$ cat src/pkg/sdc_defs.svh
`ifndef SDC_DEFS_SVH
`define SDC_DEFS_SVH
`define SDC_CMD_TRACE      8'h07
`define SDC_CMD_SAME       8'h54
`define SDC_CMD_SAME_WS    8'h55
`define SDC_NO_TRACE_DATA  8'h00
`define SDC_GAP_CYC        16
`define SDC_CLKS_PER_BIT   8
`define SDC_ACK_CYC        8
`define SDC_TIMEOUT_CYC    256
`define SDC_LW_BYTES       4
`define SDC_WORD_BYTES     2
`endif

$ cat src/pkg/sdc_pkg.sv
package sdc_pkg;
  typedef enum logic [3:0] {
    SDC_IDLE     = 4'b0000,
    SDC_CMD      = 4'b0001,
    SDC_FETCH    = 4'b0011,
    SDC_ACK      = 4'b0010,
    SDC_SEND     = 4'b0110,
    SDC_GAP      = 4'b0111,
    SDC_FETCH2   = 4'b0101,
    SDC_STATUS   = 4'b0100,
    SDC_DONE     = 4'b1100
  } sdc_state_t;
endpackage

$ cat src/logic/sdc_buf2.sv
`timescale 1ns/1ps
module sdc_buf2
(
  // Clock and reset
  input  wire logic       clk_sys,
  input  wire logic       rst,
  // Fill side
  input  wire logic       in_valid,
  output logic            in_ready,
  input  wire logic [7:0] in_data,
  // Drain side
  output logic            out_valid,
  input  wire logic       out_ready,
  output logic [7:0]      out_data
);
  logic [7:0] mem_q [2];
  logic [7:0] mem_d [2];
  logic [1:0] cnt_q;
  logic [1:0] cnt_d;
  logic       rd_q;
  logic       rd_d;
  logic       wr_q;
  logic       wr_d;
  logic       push;
  logic       pop;

  assign in_ready  = (cnt_q != 2'h2);
  assign out_valid = (cnt_q != 2'h0);
  assign out_data  = mem_q[rd_q];
  assign push      = in_valid && in_ready;
  assign pop       = out_valid && out_ready;

  always_comb
  begin
    mem_d = mem_q;
    if (push)
    begin
      mem_d[wr_q] = in_data;
    end
    wr_d  = push ? ~wr_q : wr_q;
    rd_d  = pop ? ~rd_q : rd_q;
    cnt_d = cnt_q + {1'b0, push} - {1'b0, pop};
  end

  always_ff @(posedge clk_sys or posedge rst)
  begin
    if (rst)
    begin
      mem_q[0] <= 8'h00;
      mem_q[1] <= 8'h00;
      cnt_q    <= 2'h0;
      rd_q     <= 1'b0;
      wr_q     <= 1'b0;
    end
    else
    begin
      mem_q <= mem_d;
      cnt_q <= cnt_d;
      rd_q  <= rd_d;
      wr_q  <= wr_d;
    end
  end
endmodule

$ cat src/logic/sdc_read_cmds.sv
// Operation
// - Commands and responses share one two-way debug pin.
// - Command 0x07 returns a 64-bit trace line as two longwords.
// - First longword is line bits 31..0, second is bits 63..32.
// - With ACK enabled, pulse ACK before each ready trace longword.
// - Second trace longword fetch may still time out after first ACK.
// - Without a trace buffer the trace read returns 0x00 bytes.
// - Command 0x54 re-reads previous read address, returns 16 bits after ACK.
// - Command 0x55 returns status byte after delay, before data bytes.
// - Status byte reflects state after the memory access completed.
// - Status variant drives ACK before the data bytes when enabled.
`timescale 1ns/1ps
`include "sdc_defs.svh"
module sdc_read_cmds
(
  // Clock and reset
  input  wire logic        clk_sys,
  input  wire logic        rst,
  // Debug pin
  input  wire logic        debug_wire_pin_in,
  output logic             debug_wire_pin_out,
  output logic             debug_wire_pin_oe,
  // Decoded command from the shared serial engine
  input  wire logic        cmd_valid,
  input  wire logic [7:0]  cmd_code,
  output logic             cmd_busy,
  // Controller configuration
  input  wire logic        ack_enable,
  input  wire logic        trace_present,
  input  wire logic [7:0]  debug_ctrl_status_low,
  // Internal access port
  output logic             acc_req,
  output logic             acc_trace,
  output logic             acc_half,
  output logic [31:0]      acc_addr,
  input  wire logic [31:0] prev_read_addr,
  input  wire logic        acc_done,
  input  wire logic [31:0] acc_data,
  // Status
  output logic             timeout_flag
);
  sdc_pkg::sdc_state_t st_q;
  sdc_pkg::sdc_state_t st_d;
  logic [31:0] word_q;
  logic [31:0] word_d;
  logic [2:0]  left_q;
  logic [2:0]  left_d;
  logic [7:0]  cnt_q;
  logic [7:0]  cnt_d;
  logic [7:0]  cmd_q;
  logic [7:0]  cmd_d;
  logic        second_q;
  logic        second_d;
  logic        to_q;
  logic        to_d;
  logic        ack_drive;
  logic        bv;
  logic        br;
  logic [7:0]  bd;
  logic        tx_v;
  logic        tx_r;
  logic [7:0]  tx_d;
  logic        tx_out;
  logic        tx_oe;

  function automatic logic [7:0] pick_byte(input logic [31:0] w, input logic [2:0] n);
    // Leftmost remaining byte is the most significant one.
    logic [7:0] b;
    b = 8'h00;
    case (n)
      3'h4: b = w[31:24];
      3'h3: b = w[23:16];
      3'h2: b = w[15:8];
      default: b = w[7:0];
    endcase
    return b;
  endfunction

  assign cmd_busy     = (st_q != sdc_pkg::SDC_IDLE);
  assign timeout_flag = to_q;
  assign acc_addr     = prev_read_addr;
  assign acc_half     = (cmd_q != `SDC_CMD_TRACE);
  assign acc_trace    = (cmd_q == `SDC_CMD_TRACE);
  assign acc_req      = (st_q == sdc_pkg::SDC_FETCH) || (st_q == sdc_pkg::SDC_FETCH2);
  // The ACK pulse waits for a quiet bit engine so it never overwrites a byte still being shifted.
  assign ack_drive    = (st_q == sdc_pkg::SDC_ACK) && !tx_oe && !tx_v;
  assign bv           = (st_q == sdc_pkg::SDC_SEND) || (st_q == sdc_pkg::SDC_STATUS);
  assign bd           = (st_q == sdc_pkg::SDC_STATUS) ? debug_ctrl_status_low : pick_byte(word_q, left_q);

  // Response bytes pass a two-entry buffer so the bit engine may stall.
  sdc_buf2 u_buf
  (
    .clk_sys   (clk_sys),
    .rst       (rst),
    .in_valid  (bv),
    .in_ready  (br),
    .in_data   (bd),
    .out_valid (tx_v),
    .out_ready (tx_r),
    .out_data  (tx_d)
  );

  sdc_tx u_tx
  (
    .clk_sys    (clk_sys),
    .rst        (rst),
    .byte_valid (tx_v),
    .byte_ready (tx_r),
    .byte_data  (tx_d),
    .pin_out    (tx_out),
    .pin_oe     (tx_oe)
  );

  // single pin
  // The ACK pulse drives low; the pin input is unused here because
  // command bytes arrive already decoded from the shared engine.
  assign debug_wire_pin_out = ack_drive ? 1'b0 : tx_out;
  assign debug_wire_pin_oe  = ack_drive || tx_oe;

  always_comb
  begin
    st_d     = st_q;
    word_d   = word_q;
    left_d   = left_q;
    cnt_d    = cnt_q;
    cmd_d    = cmd_q;
    second_d = second_q;
    to_d     = to_q;
    case (st_q)
      sdc_pkg::SDC_IDLE:
      begin
        if (cmd_valid && ((cmd_code == `SDC_CMD_TRACE) || (cmd_code == `SDC_CMD_SAME)
            || (cmd_code == `SDC_CMD_SAME_WS)))
        begin
          cmd_d    = cmd_code;
          second_d = 1'b0;
          cnt_d    = 8'h00;
          to_d     = 1'b0;
          st_d     = sdc_pkg::SDC_CMD;
        end
      end
      sdc_pkg::SDC_CMD:
      begin
        st_d = sdc_pkg::SDC_FETCH;
      end
      sdc_pkg::SDC_FETCH, sdc_pkg::SDC_FETCH2:
      begin
        if ((cmd_q == `SDC_CMD_TRACE) && !trace_present)
        begin
          word_d = {4{`SDC_NO_TRACE_DATA}};
          cnt_d  = 8'h00;
          st_d   = ack_enable ? sdc_pkg::SDC_ACK : sdc_pkg::SDC_SEND;
        end
        else if (acc_done)
        begin
          word_d = acc_data;
          cnt_d  = 8'h00;
          if (cmd_q == `SDC_CMD_SAME_WS)
          begin
            st_d = sdc_pkg::SDC_STATUS;
          end
          else
          begin
            st_d = ack_enable ? sdc_pkg::SDC_ACK : sdc_pkg::SDC_SEND;
          end
        end
        else if (cnt_q == 8'(`SDC_TIMEOUT_CYC - 1))
        begin
          to_d = 1'b1;
          st_d = sdc_pkg::SDC_IDLE;
        end
        else
        begin
          cnt_d = cnt_q + 8'h01;
        end
        left_d = (cmd_q == `SDC_CMD_TRACE) ? 3'(`SDC_LW_BYTES) : 3'(`SDC_WORD_BYTES);
      end
      sdc_pkg::SDC_STATUS:
      begin
        if (br)
        begin
          cnt_d = 8'h00;
          st_d  = ack_enable ? sdc_pkg::SDC_ACK : sdc_pkg::SDC_SEND;
        end
      end
      sdc_pkg::SDC_ACK:
      begin
        if (!tx_oe && !tx_v)
        begin
          if (cnt_q == 8'(`SDC_ACK_CYC - 1))
          begin
            cnt_d = 8'h00;
            st_d  = sdc_pkg::SDC_SEND;
          end
          else
          begin
            cnt_d = cnt_q + 8'h01;
          end
        end
      end
      sdc_pkg::SDC_SEND:
      begin
        if (br)
        begin
          left_d = left_q - 3'h1;
          if (left_q == 3'h1)
          begin
            cnt_d = 8'h00;
            st_d  = ((cmd_q == `SDC_CMD_TRACE) && !second_q) ? sdc_pkg::SDC_GAP : sdc_pkg::SDC_DONE;
          end
        end
      end
      sdc_pkg::SDC_GAP:
      begin
        second_d = 1'b1;
        if (!tx_oe && !tx_v)
        begin
          if (ack_enable || (cnt_q == 8'(`SDC_GAP_CYC * `SDC_CLKS_PER_BIT - 1)))
          begin
            cnt_d = 8'h00;
            st_d  = sdc_pkg::SDC_FETCH2;
          end
          else
          begin
            cnt_d = cnt_q + 8'h01;
          end
        end
      end
      sdc_pkg::SDC_DONE:
      begin
        if (!tx_oe && !tx_v)
        begin
          st_d = sdc_pkg::SDC_IDLE;
        end
      end
      default:
      begin
        st_d = sdc_pkg::SDC_IDLE;
      end
    endcase
  end

  always_ff @(posedge clk_sys or posedge rst)
  begin
    if (rst)
    begin
      st_q     <= sdc_pkg::SDC_IDLE;
      word_q   <= 32'h0000_0000;
      left_q   <= 3'h0;
      cnt_q    <= 8'h00;
      cmd_q    <= 8'h00;
      second_q <= 1'b0;
      to_q     <= 1'b0;
    end
    else
    begin
      st_q     <= st_d;
      word_q   <= word_d;
      left_q   <= left_d;
      cnt_q    <= cnt_d;
      cmd_q    <= cmd_d;
      second_q <= second_d;
      to_q     <= to_d;
    end
  end

  pin_ack_low_a: assert property (@(posedge clk_sys) disable iff (rst)
    ack_drive |-> (debug_wire_pin_oe && !debug_wire_pin_out))
    else $error("ack pulse not low on pin");

  ack_then_send_a: assert property (@(posedge clk_sys) disable iff (rst)
    (st_q == sdc_pkg::SDC_ACK) && (st_d == sdc_pkg::SDC_SEND) |-> cnt_q == 8'(`SDC_ACK_CYC - 1))
    else $error("ack pulse length wrong");

  status_ack_a: assert property (@(posedge clk_sys) disable iff (rst)
    (st_q == sdc_pkg::SDC_STATUS) && br && ack_enable |=> st_q == sdc_pkg::SDC_ACK)
    else $error("no ack after status byte");

  status_order_a: assert property (@(posedge clk_sys) disable iff (rst)
    (st_q == sdc_pkg::SDC_FETCH) && acc_done && (cmd_q == `SDC_CMD_SAME_WS) |=> st_q == sdc_pkg::SDC_STATUS)
    else $error("status byte not next");

  status_value_a: assert property (@(posedge clk_sys) disable iff (rst)
    (st_q == sdc_pkg::SDC_STATUS) |-> $past(acc_done) || ($past(st_q) == sdc_pkg::SDC_STATUS))
    else $error("status byte taken before access end");

  no_trace_zero_a: assert property (@(posedge clk_sys) disable iff (rst)
    (st_q == sdc_pkg::SDC_FETCH) && (cmd_q == `SDC_CMD_TRACE) && !trace_present |=> word_q == {4{`SDC_NO_TRACE_DATA}})
    else $error("trace data not zero");

  fetch_timeout_a: assert property (@(posedge clk_sys) disable iff (rst)
    acc_req && !acc_done && cnt_q == 8'(`SDC_TIMEOUT_CYC - 1) && !(cmd_q == `SDC_CMD_TRACE && !trace_present)
    |=> to_q && !cmd_busy)
    else $error("timeout not raised");

  msb_first_a: assert property (@(posedge clk_sys) disable iff (rst)
    (st_q == sdc_pkg::SDC_SEND) && (left_q == 3'h4) |-> bd == word_q[31:24])
    else $error("byte order wrong");

  second_fetch_a: assert property (@(posedge clk_sys) disable iff (rst)
    (st_q == sdc_pkg::SDC_GAP) && (st_d == sdc_pkg::SDC_FETCH2) |-> cmd_q == `SDC_CMD_TRACE)
    else $error("second fetch outside trace read");
endmodule

$ cat src/logic/sdc_tx.sv
`timescale 1ns/1ps
`include "sdc_defs.svh"
module sdc_tx
(
  // Clock and reset
  input  wire logic       clk_sys,
  input  wire logic       rst,
  // Byte in
  input  wire logic       byte_valid,
  output logic            byte_ready,
  input  wire logic [7:0] byte_data,
  // Pin drive
  output logic            pin_out,
  output logic            pin_oe
);
  logic [7:0] sh_q;
  logic [7:0] sh_d;
  logic [3:0] bit_q;
  logic [3:0] bit_d;
  logic [3:0] tick_q;
  logic [3:0] tick_d;
  logic       busy_q;
  logic       busy_d;

  assign byte_ready = !busy_q;

  // Bits leave MSB first, each held a fixed number of clocks.
  always_comb
  begin
    sh_d   = sh_q;
    bit_d  = bit_q;
    tick_d = tick_q;
    busy_d = busy_q;
    if (!busy_q && byte_valid)
    begin
      sh_d   = byte_data;
      bit_d  = 4'h0;
      tick_d = 4'h0;
      busy_d = 1'b1;
    end
    else if (busy_q)
    begin
      if (tick_q == 4'(`SDC_CLKS_PER_BIT - 1))
      begin
        tick_d = 4'h0;
        sh_d   = {sh_q[6:0], 1'b0};
        bit_d  = bit_q + 4'h1;
        busy_d = (bit_q != 4'h7);
      end
      else
      begin
        tick_d = tick_q + 4'h1;
      end
    end
  end

  always_ff @(posedge clk_sys or posedge rst)
  begin
    if (rst)
    begin
      sh_q   <= 8'h00;
      bit_q  <= 4'h0;
      tick_q <= 4'h0;
      busy_q <= 1'b0;
      pin_out <= 1'b1;
      pin_oe  <= 1'b0;
    end
    else
    begin
      sh_q   <= sh_d;
      bit_q  <= bit_d;
      tick_q <= tick_d;
      busy_q <= busy_d;
      pin_out <= busy_d ? sh_d[7] : 1'b1;
      pin_oe  <= busy_d;
    end
  end
endmodule

$ cat config.mk
export PLATFORM = sky130hd
export DESIGN_NAME = sdc_read_cmds
export DESIGN_NICKNAME = d
export VERILOG_FILES = /design/src/pkg/sdc_pkg.sv /design/src/logic/sdc_buf2.sv /design/src/logic/sdc_read_cmds.sv /design/src/logic/sdc_tx.sv
export VERILOG_INCLUDE_DIRS = /design/src /design/src/pkg
export SDC_FILE = /design/constraint.sdc
export NUM_CORES = 1
export LEC_CHECK = 0
export ABC_AREA = 1
export BUFFER_PORTS_ARGS = -buffer_cell sky130_fd_sc_hd__clkbuf_2
export CAP_MARGIN = 20
export CORE_ASPECT_RATIO = 0.75
export CORE_UTILIZATION = 40
export CTS_CLUSTER_SIZE = 20
export DETAILED_ROUTE_END_ITERATION = 10
export SKIP_CTS_REPAIR_TIMING = 1
export SKIP_LAST_GASP = 1
export SYNTH_ARGS = -nofsm -noshare
export SYNTH_HDL_FRONTEND = slang
export SYNTH_SLANG_ARGS = --single-unit
$ cat constraint.sdc
create_clock -name clk_sys -period 3.1 [get_ports clk_sys]
set_clock_uncertainty 0.05 [all_clocks]
set_input_delay 0.155 -clock clk_sys [delete_from_list [all_inputs] [get_ports clk_sys]]
set_output_delay 0.155 -clock clk_sys [all_outputs]
set_load 0.02 [all_outputs]
-- Word level (Yosys, flattened, before mapping)
Cells that the tools add are included.
- register bits: 95
- input bits: 87
- $lt $le $gt $ge: 3
- equality and inequality tests: 38
- mux-type cells: 61
- bitwise operators: 4
- add/subtract/negate cells: 6
- reduce and logical (&&, ||, !) cells: 38
- operator list (operator ; count):
    two-way mux 8 bit ; 19
    two-way mux 4 bit ; 19
    two-way mux 32 bit ; 2
    case mux 8 bit (6 select lines) ; 1
    equality test 8 x 7 -> 1 bit, second input constant ; 4
    case mux 4 bit (8 select lines) ; 1
    equality test 8 x 3 -> 1 bit, second input constant ; 3
    case mux 8 bit (3 select lines) ; 1
    equality test 4 x 3 -> 1 bit, second input constant ; 5
    bitwise mux 16 bit ; 1
    inequality test 2 bit, second input constant ; 8
    nonzero test 2 bit ; 7
    two-way mux 3 bit ; 4
    inequality test 2 x 1 -> 1 bit, second input constant ; 5
    AND reduction 10 bit ; 1
    AND reduction 2 bit ; 5
    logical AND 1 bit ; 9
    two-way mux 1 bit ; 9
    adder 4 x 1 -> 4 bit, second input constant ; 2
    adder 8 x 1 -> 8 bit, second input constant ; 1
    demux 8 bit (select 1 bit) ; 1
    equality test 4 x 2 -> 1 bit, second input constant ; 2
    equality test 8 bit, second input constant ; 1
    inequality test 4 bit, second input constant ; 2
    other kinds (24) ; 37

-- Longest topological paths before layout
- depth in word-level cells: 6
- depth in mapped cells: 13

-- Hierarchy
Synthesis repeated with hierarchy kept, for this count alone.
- cells, all modules: 749
- area total of the unflattened synthesis: 5569.1 µm²
- modules (own cells, without submodules) (module ; area each (µm²) ; cells each ; instances ; sequential area each (µm²)):
    sdc_read_cmds ; 3692.3 ; 521 ; 1 ; 1426.4
    sdc_buf2 ; 1011.0 ; 126 ; 1 ; 500.5
    sdc_tx ; 865.8 ; 102 ; 1 ; 451.7

-- Least setup slack after synthesis
Ideal clock, no wire load.
- kind: flip-flop to flip-flop
- from: register cmd_q[6]
- to: register st_q[3]
- path slack: 1.443 ns
- arrival: 1.489 ns
- setup time: 0.118 ns
- stages on the path, launching flop included: 9
- required time: 2.932 ns
- path through: dfrtp_1 -> inv_1 -> nand4_1 -> nor2_1 -> inv_1 -> o21ai_0 -> inv_1 -> nand3_1 -> nand2_1
- word-level cells in the longest chain between the ends: 6
- RTL lines (what ; line ; text):
    start, declared ; sdc_read_cmds.sv:50 ; logic [7:0] cmd_q;
    start signal, assigned ; sdc_read_cmds.sv:261 ; cmd_q <= cmd_d;
    equality test 8 x 3 -> 1 bit (no source line) * ; n/a ;
    net acc_trace ; sdc_read_cmds.sv:33 ; output logic acc_trace,
    logical AND 1 bit ; sdc_read_cmds.sv:209 ; st_d = ((cmd_q == `SDC_CMD_TRACE) && !second_q) ? sdc_pkg::SDC_GAP : sdc_pkg::SDC_DONE;
    two-way mux 4 bit ; sdc_read_cmds.sv:209 ;
    two-way mux 4 bit ; sdc_read_cmds.sv:206 ; if (left_q == 3'h1)
    two-way mux 4 bit ; sdc_read_cmds.sv:203 ; if (br)
    case mux 4 bit (8 select lines) ; sdc_read_cmds.sv:129 ; case (st_q)
    end signal, assigned ; sdc_read_cmds.sv:247 ; st_q <= sdc_pkg::SDC_IDLE;
    end signal, assigned ; sdc_read_cmds.sv:257 ; st_q <= st_d;
    end, declared ; sdc_read_cmds.sv:42 ; sdc_pkg::sdc_state_t st_q;
The timed path passes the listed nets; every way through them passes the cells marked *. The select of a mux whose other input is x is not followed.
A chain may end at the register's enable or synchronous reset.

-- Worst setup path in the final report
- from: register st_q[0]
- to: register word_q[27]
- word-level cells in the longest chain between the ends: 3
- RTL lines (what ; line ; text):
    equality test 4 x 2 -> 1 bit / equality test 4 x 3 -> 1 bit (equally long branches) ; sdc_read_cmds.sv:129 ;
    OR reduction 2 bit * ; sdc_read_cmds.sv:129 ;
    AND reduction 2 bit (no source line) * ; n/a ;
    end signal, assigned ; sdc_read_cmds.sv:258 ; word_q <= word_d;
    end, declared ; sdc_read_cmds.sv:44 ; logic [31:0] word_q;
Every way passes the cells marked *; elsewhere a longest branch is shown, timed or not.

==> results.md <==
* Status: finished, violations left
* Failing checks: hold timing
* Worst slew margin at 0.459
* Core area at approximately 0.013 mm2
* Die Span Y at between 100 and 150 um
* H-tree depth at 3
* Final Max Tran Viols at 0
* Register area share after synthesis at 0.431
* Grt ovf at 0
* Post-route DRC at 0
* GPL Wtd Cong at just under 0.9
* Final hold viol count at 8
* Root buf cell: clkbuf_16
* Worst-path cell chain: nand2_1 -> o21ai_4 -> nand2_2 -> inv_2 -> nand3_1 -> o21ai_0
* RSZ-0062 raised after global routing: false
* CP Launch Type: register
* Synth top area cells: dfrtp_1 43%, nand2_1 13%, nand3_1 6.4%, inv_1 6.0%, buf_4 5.0%
* Tot GR Track Use at 0.194
* Sw Share at 0.423
* CP required at about 3300 ps
* Adder-Cell Fraction of Synth Area at 0.0227
* Post-Place Worst Slack at a little under 700 ps
* DR WL/cell at roughly 14 um
* Row Count at 36
* Cells after Synth at between 700 and 800
* Final hold slack at -13.5 ps
* Post-Route WL at between 10000 and 15000 um
* Area share of the largest cell type after synthesis at 0.426
* Maxcap violations at 0
* Simple-gate share of the synthesized area at 0.290
* DR pass1 iterations at 5
* Power Density at around 910 mW/mm2
* Die area at 0.0143 mm2
* Clk_lat worst skew at around 350 ps
* Max VDD drop at around 470 uV
* ANT nets after route at 0
* Die Width at 138 um
* Setup WS post-layout at between 600 and 700 ps
* Initial DRC count at between 200 and 300
* Logic pwr share at 0.424
* Worst-path clk slew at 70 ps
* Final Setup Violations at 0
* Worst path slowest cell: inv_2
* Number of global-route vias before repair at around 4.6k
* Post-synth EDFFs at 0
* Leak at ~3.1 nW
* Syn_area_per_cell at about 7.6 um2
* # clock sinks at 95
* Delay-heaviest family, CP: simple AND/OR/NAND/NOR gates
* Initial antenna violation count at 0
* CTS tree: yes
* CP max FO at between 40 and 50
* Post-synthesis async set-or-reset flop share at 1.00
* CTS buffer count at 9
* Area of the multi-input gates at around 0.0024 mm2
* IO Port Bufs at 60
* Worst Hold Class: input pin to register
* Layout cells sized above 1 at 0.156
* Syn_nets at roughly 820
* Worst-Margin Slew at roughly 810 ps
* Register share of total power at 0.370
* Reg-to-reg slack, setup at roughly 600 ps
* Main flop type after synthesis: dfrtp_1
* CTS Buffer Depth at 2
* Critical Path AT at 2710 ps
* Starting Density at 0.418
* Clock network power share at 0.206
* Final nets at 854
* Layout area overhead at 10.5%
* Sequential cell area at roughly 0.0024 mm2
* Via density at around 5
* Post-synthesis xor/xnor area fraction at 0.0111
* Setup TNS at 0 ps
* F_max at 402 MHz
* Tmin final at between 2000 and 2500 ps
* Largest stage delay, worst path at around 550 ps
* Number of fill cells in the layout at 1301
* Critical path class: register to register
* Dpl hpwl at 9270 um
* Wire length of the first global-routing pass at 21700 um
* Area of the mapped netlist at roughly 0.0055 mm2
* Synth area leader: dfrtp_1
* Mux cell area share after synthesis at 0
* Pint at 3.22 mW
* Synth unique cells at 39
* Crit share post-route at 0.803
* I/O Pins at 126
* Pin count of the biggest net entering global routing at 54
* Largest family of logic cells by synthesized area: simple AND/OR/NAND/NOR gates
* Total net switching power at 2.35 mW
* Via count at 4724
* CP bufs+invs at 1
* Ant. Diodes at 0
* Compound-gate portion of the synthesized area at 0.116
* FF+latch count, synth at 95
* CP Capture Type: register
* Ys Warns at 0
-- Yosys cell counts, types with 2 or more instances --
| cell | count |
|---|---|
| nand2_1 | 197 |
| dfrtp_1 | 94 |
| inv_1 | 88 |
| nand3_1 | 70 |
| o21ai_0 | 54 |
| nor2_1 | 50 |
| buf_4 | 37 |
| o21ai_1 | 11 |
| ha_1 | 10 |
| nand4_1 | 10 |
| o22ai_1 | 10 |
| inv_2 | 9 |
| a21oi_1 | 8 |
| buf_2 | 8 |
| nand2_2 | 8 |
| o211ai_1 | 8 |
| nor2_4 | 6 |
| o221ai_1 | 6 |
| clkbuf_1 | 5 |
| nor2_2 | 5 |
| nor3_1 | 4 |
| xnor2_1 | 4 |
| nand2_4 | 3 |
| xor2_1 | 3 |
| a21boi_0 | 2 |
| nand3_2 | 2 |
| o21ai_2 | 2 |
| o21bai_1 | 2 |
-- state kept, by name (all words and copies together), names as in the netlist --
| name | flops |
|---|---|
| u_tx.pin_out | 1 |
| u_tx.tick_q | 4 |
| left_q | 3 |
| u_buf.rd_q | 1 |
| u_tx.sh_q | 8 |
| u_tx.pin_oe | 1 |
| word_q | 32 |
| cmd_q | 8 |
| second_q | 1 |
| u_buf.mem_q | 16 |
| u_tx.bit_q | 4 |
| timeout_flag | 1 |
| u_buf.wr_q | 1 |
| u_buf.cnt_q | 2 |
| st_q | 4 |
| cnt_q | 8 |
-- logic make-up (layout without fill, tap and decap cells) --
family | count (synthesis) | in the layout
DFF | 95 | 95
xor gates and xnor gates | 7 | 7
and+or+nand+nor | 359 | 359
buffers and inverters | 148 | 182
AOI/OAI and AO/OA | 108 | 108
adders and majority gates | 10 | 10
-- path summary, 6_finish.rpt --
check	start	to	cells after the start
setup / recovery	st_q[0]$_DFFE_PP0P_	word_q[27]$_DFFE_PP0P_	6
hold / removal	acc_data[26]	word_q[26]$_DFFE_PP0P_	3
setup reg to reg	st_q[0]$_DFFE_PP0P_	word_q[27]$_DFFE_PP0P_	6
hold reg to reg	u_buf.mem_q[10]$_DFFE_PP0P_	u_buf.mem_q[10]$_DFFE_PP0P_	2
max in group asynchronous	rst	u_buf.mem_q[13]$_DFFE_PP0P_	4
min in group asynchronous	rst	cnt_q[2]$_DFFE_PP0P_	3
-- tightest hold or removal path, delay by kind of cell --
family,cells,cell delay [ps]
buf+inv,1,80
compound gates,1,60
simple gates,1,60
-- metrics by stage --
step                cell area (um2)  power [mW]  std cells  hold slack [ps]   util
global placement               5720        4.34        910              260  0.433
floorplan                      5520        3.93        727              222      -
global route                   6090        6.06        932             3.20  0.462
CTS                            6020        5.61        925             -108  0.456
detailed placement             5720        4.43        910              260  0.433
finish                         6090        5.57        932            -13.5  0.462
-- layout by cell type, fill, tap and decap left out, drive strengths merged --
| cell type | count |
|---|---|
| bufinv | 1 |
| xnor2 | 4 |
| a21oi | 8 |
| o2111ai | 1 |
| nor3 | 5 |
| buf | 3 |
| a21boi | 2 |
| a22o | 1 |
| ha | 10 |
| nor2 | 61 |
| dlygate4sd3 | 7 |
| clkinv | 1 |
| xor2 | 3 |
| o221ai | 6 |
| dfstp | 1 |
| nand2 | 208 |
| o22ai | 10 |
| dfrtp | 94 |
| o32ai | 1 |
| clkbuf | 70 |
| inv | 98 |
| nand3 | 72 |
| or2 | 2 |
| and3 | 1 |
| nand4 | 10 |
| o211ai | 8 |
| clkinvlp | 2 |
| o21bai | 3 |
| o21ai | 68 |
-- per-layer routing --
layer / GRT usage / part of all wire
met1: 0.274 / 0.48
met2: 0.288 / 0.45
met3: 0.0450 / 0.047
met4: 0.0691 / 0.020
met5: 0 / 0
-- power groups by stage --
stage / clock network [mW] / registers [mW] / logic, mW
after floorplan: 0 / 1.98 / 1.95
after CTS: 1.18 / 2.06 / 2.37
after global routing: 1.23 / 2.12 / 2.72
after detailed placement: 0 / 2.07 / 2.36
final: 1.15 / 2.06 / 2.36
after global placement: 0 / 2.06 / 2.29
-- layout make-up --
cell class	count	area share
Tap cell	171	0.0351
Timing Repair Buffer	70	0.0665
Inverter	97	0.0600
Clock inverter	5	0.0107
Sequential cell	95	0.390
Clock buffer	10	0.0392
Multi-Input combinational cell	484	0.398
(Power assumes the default switching activity.)
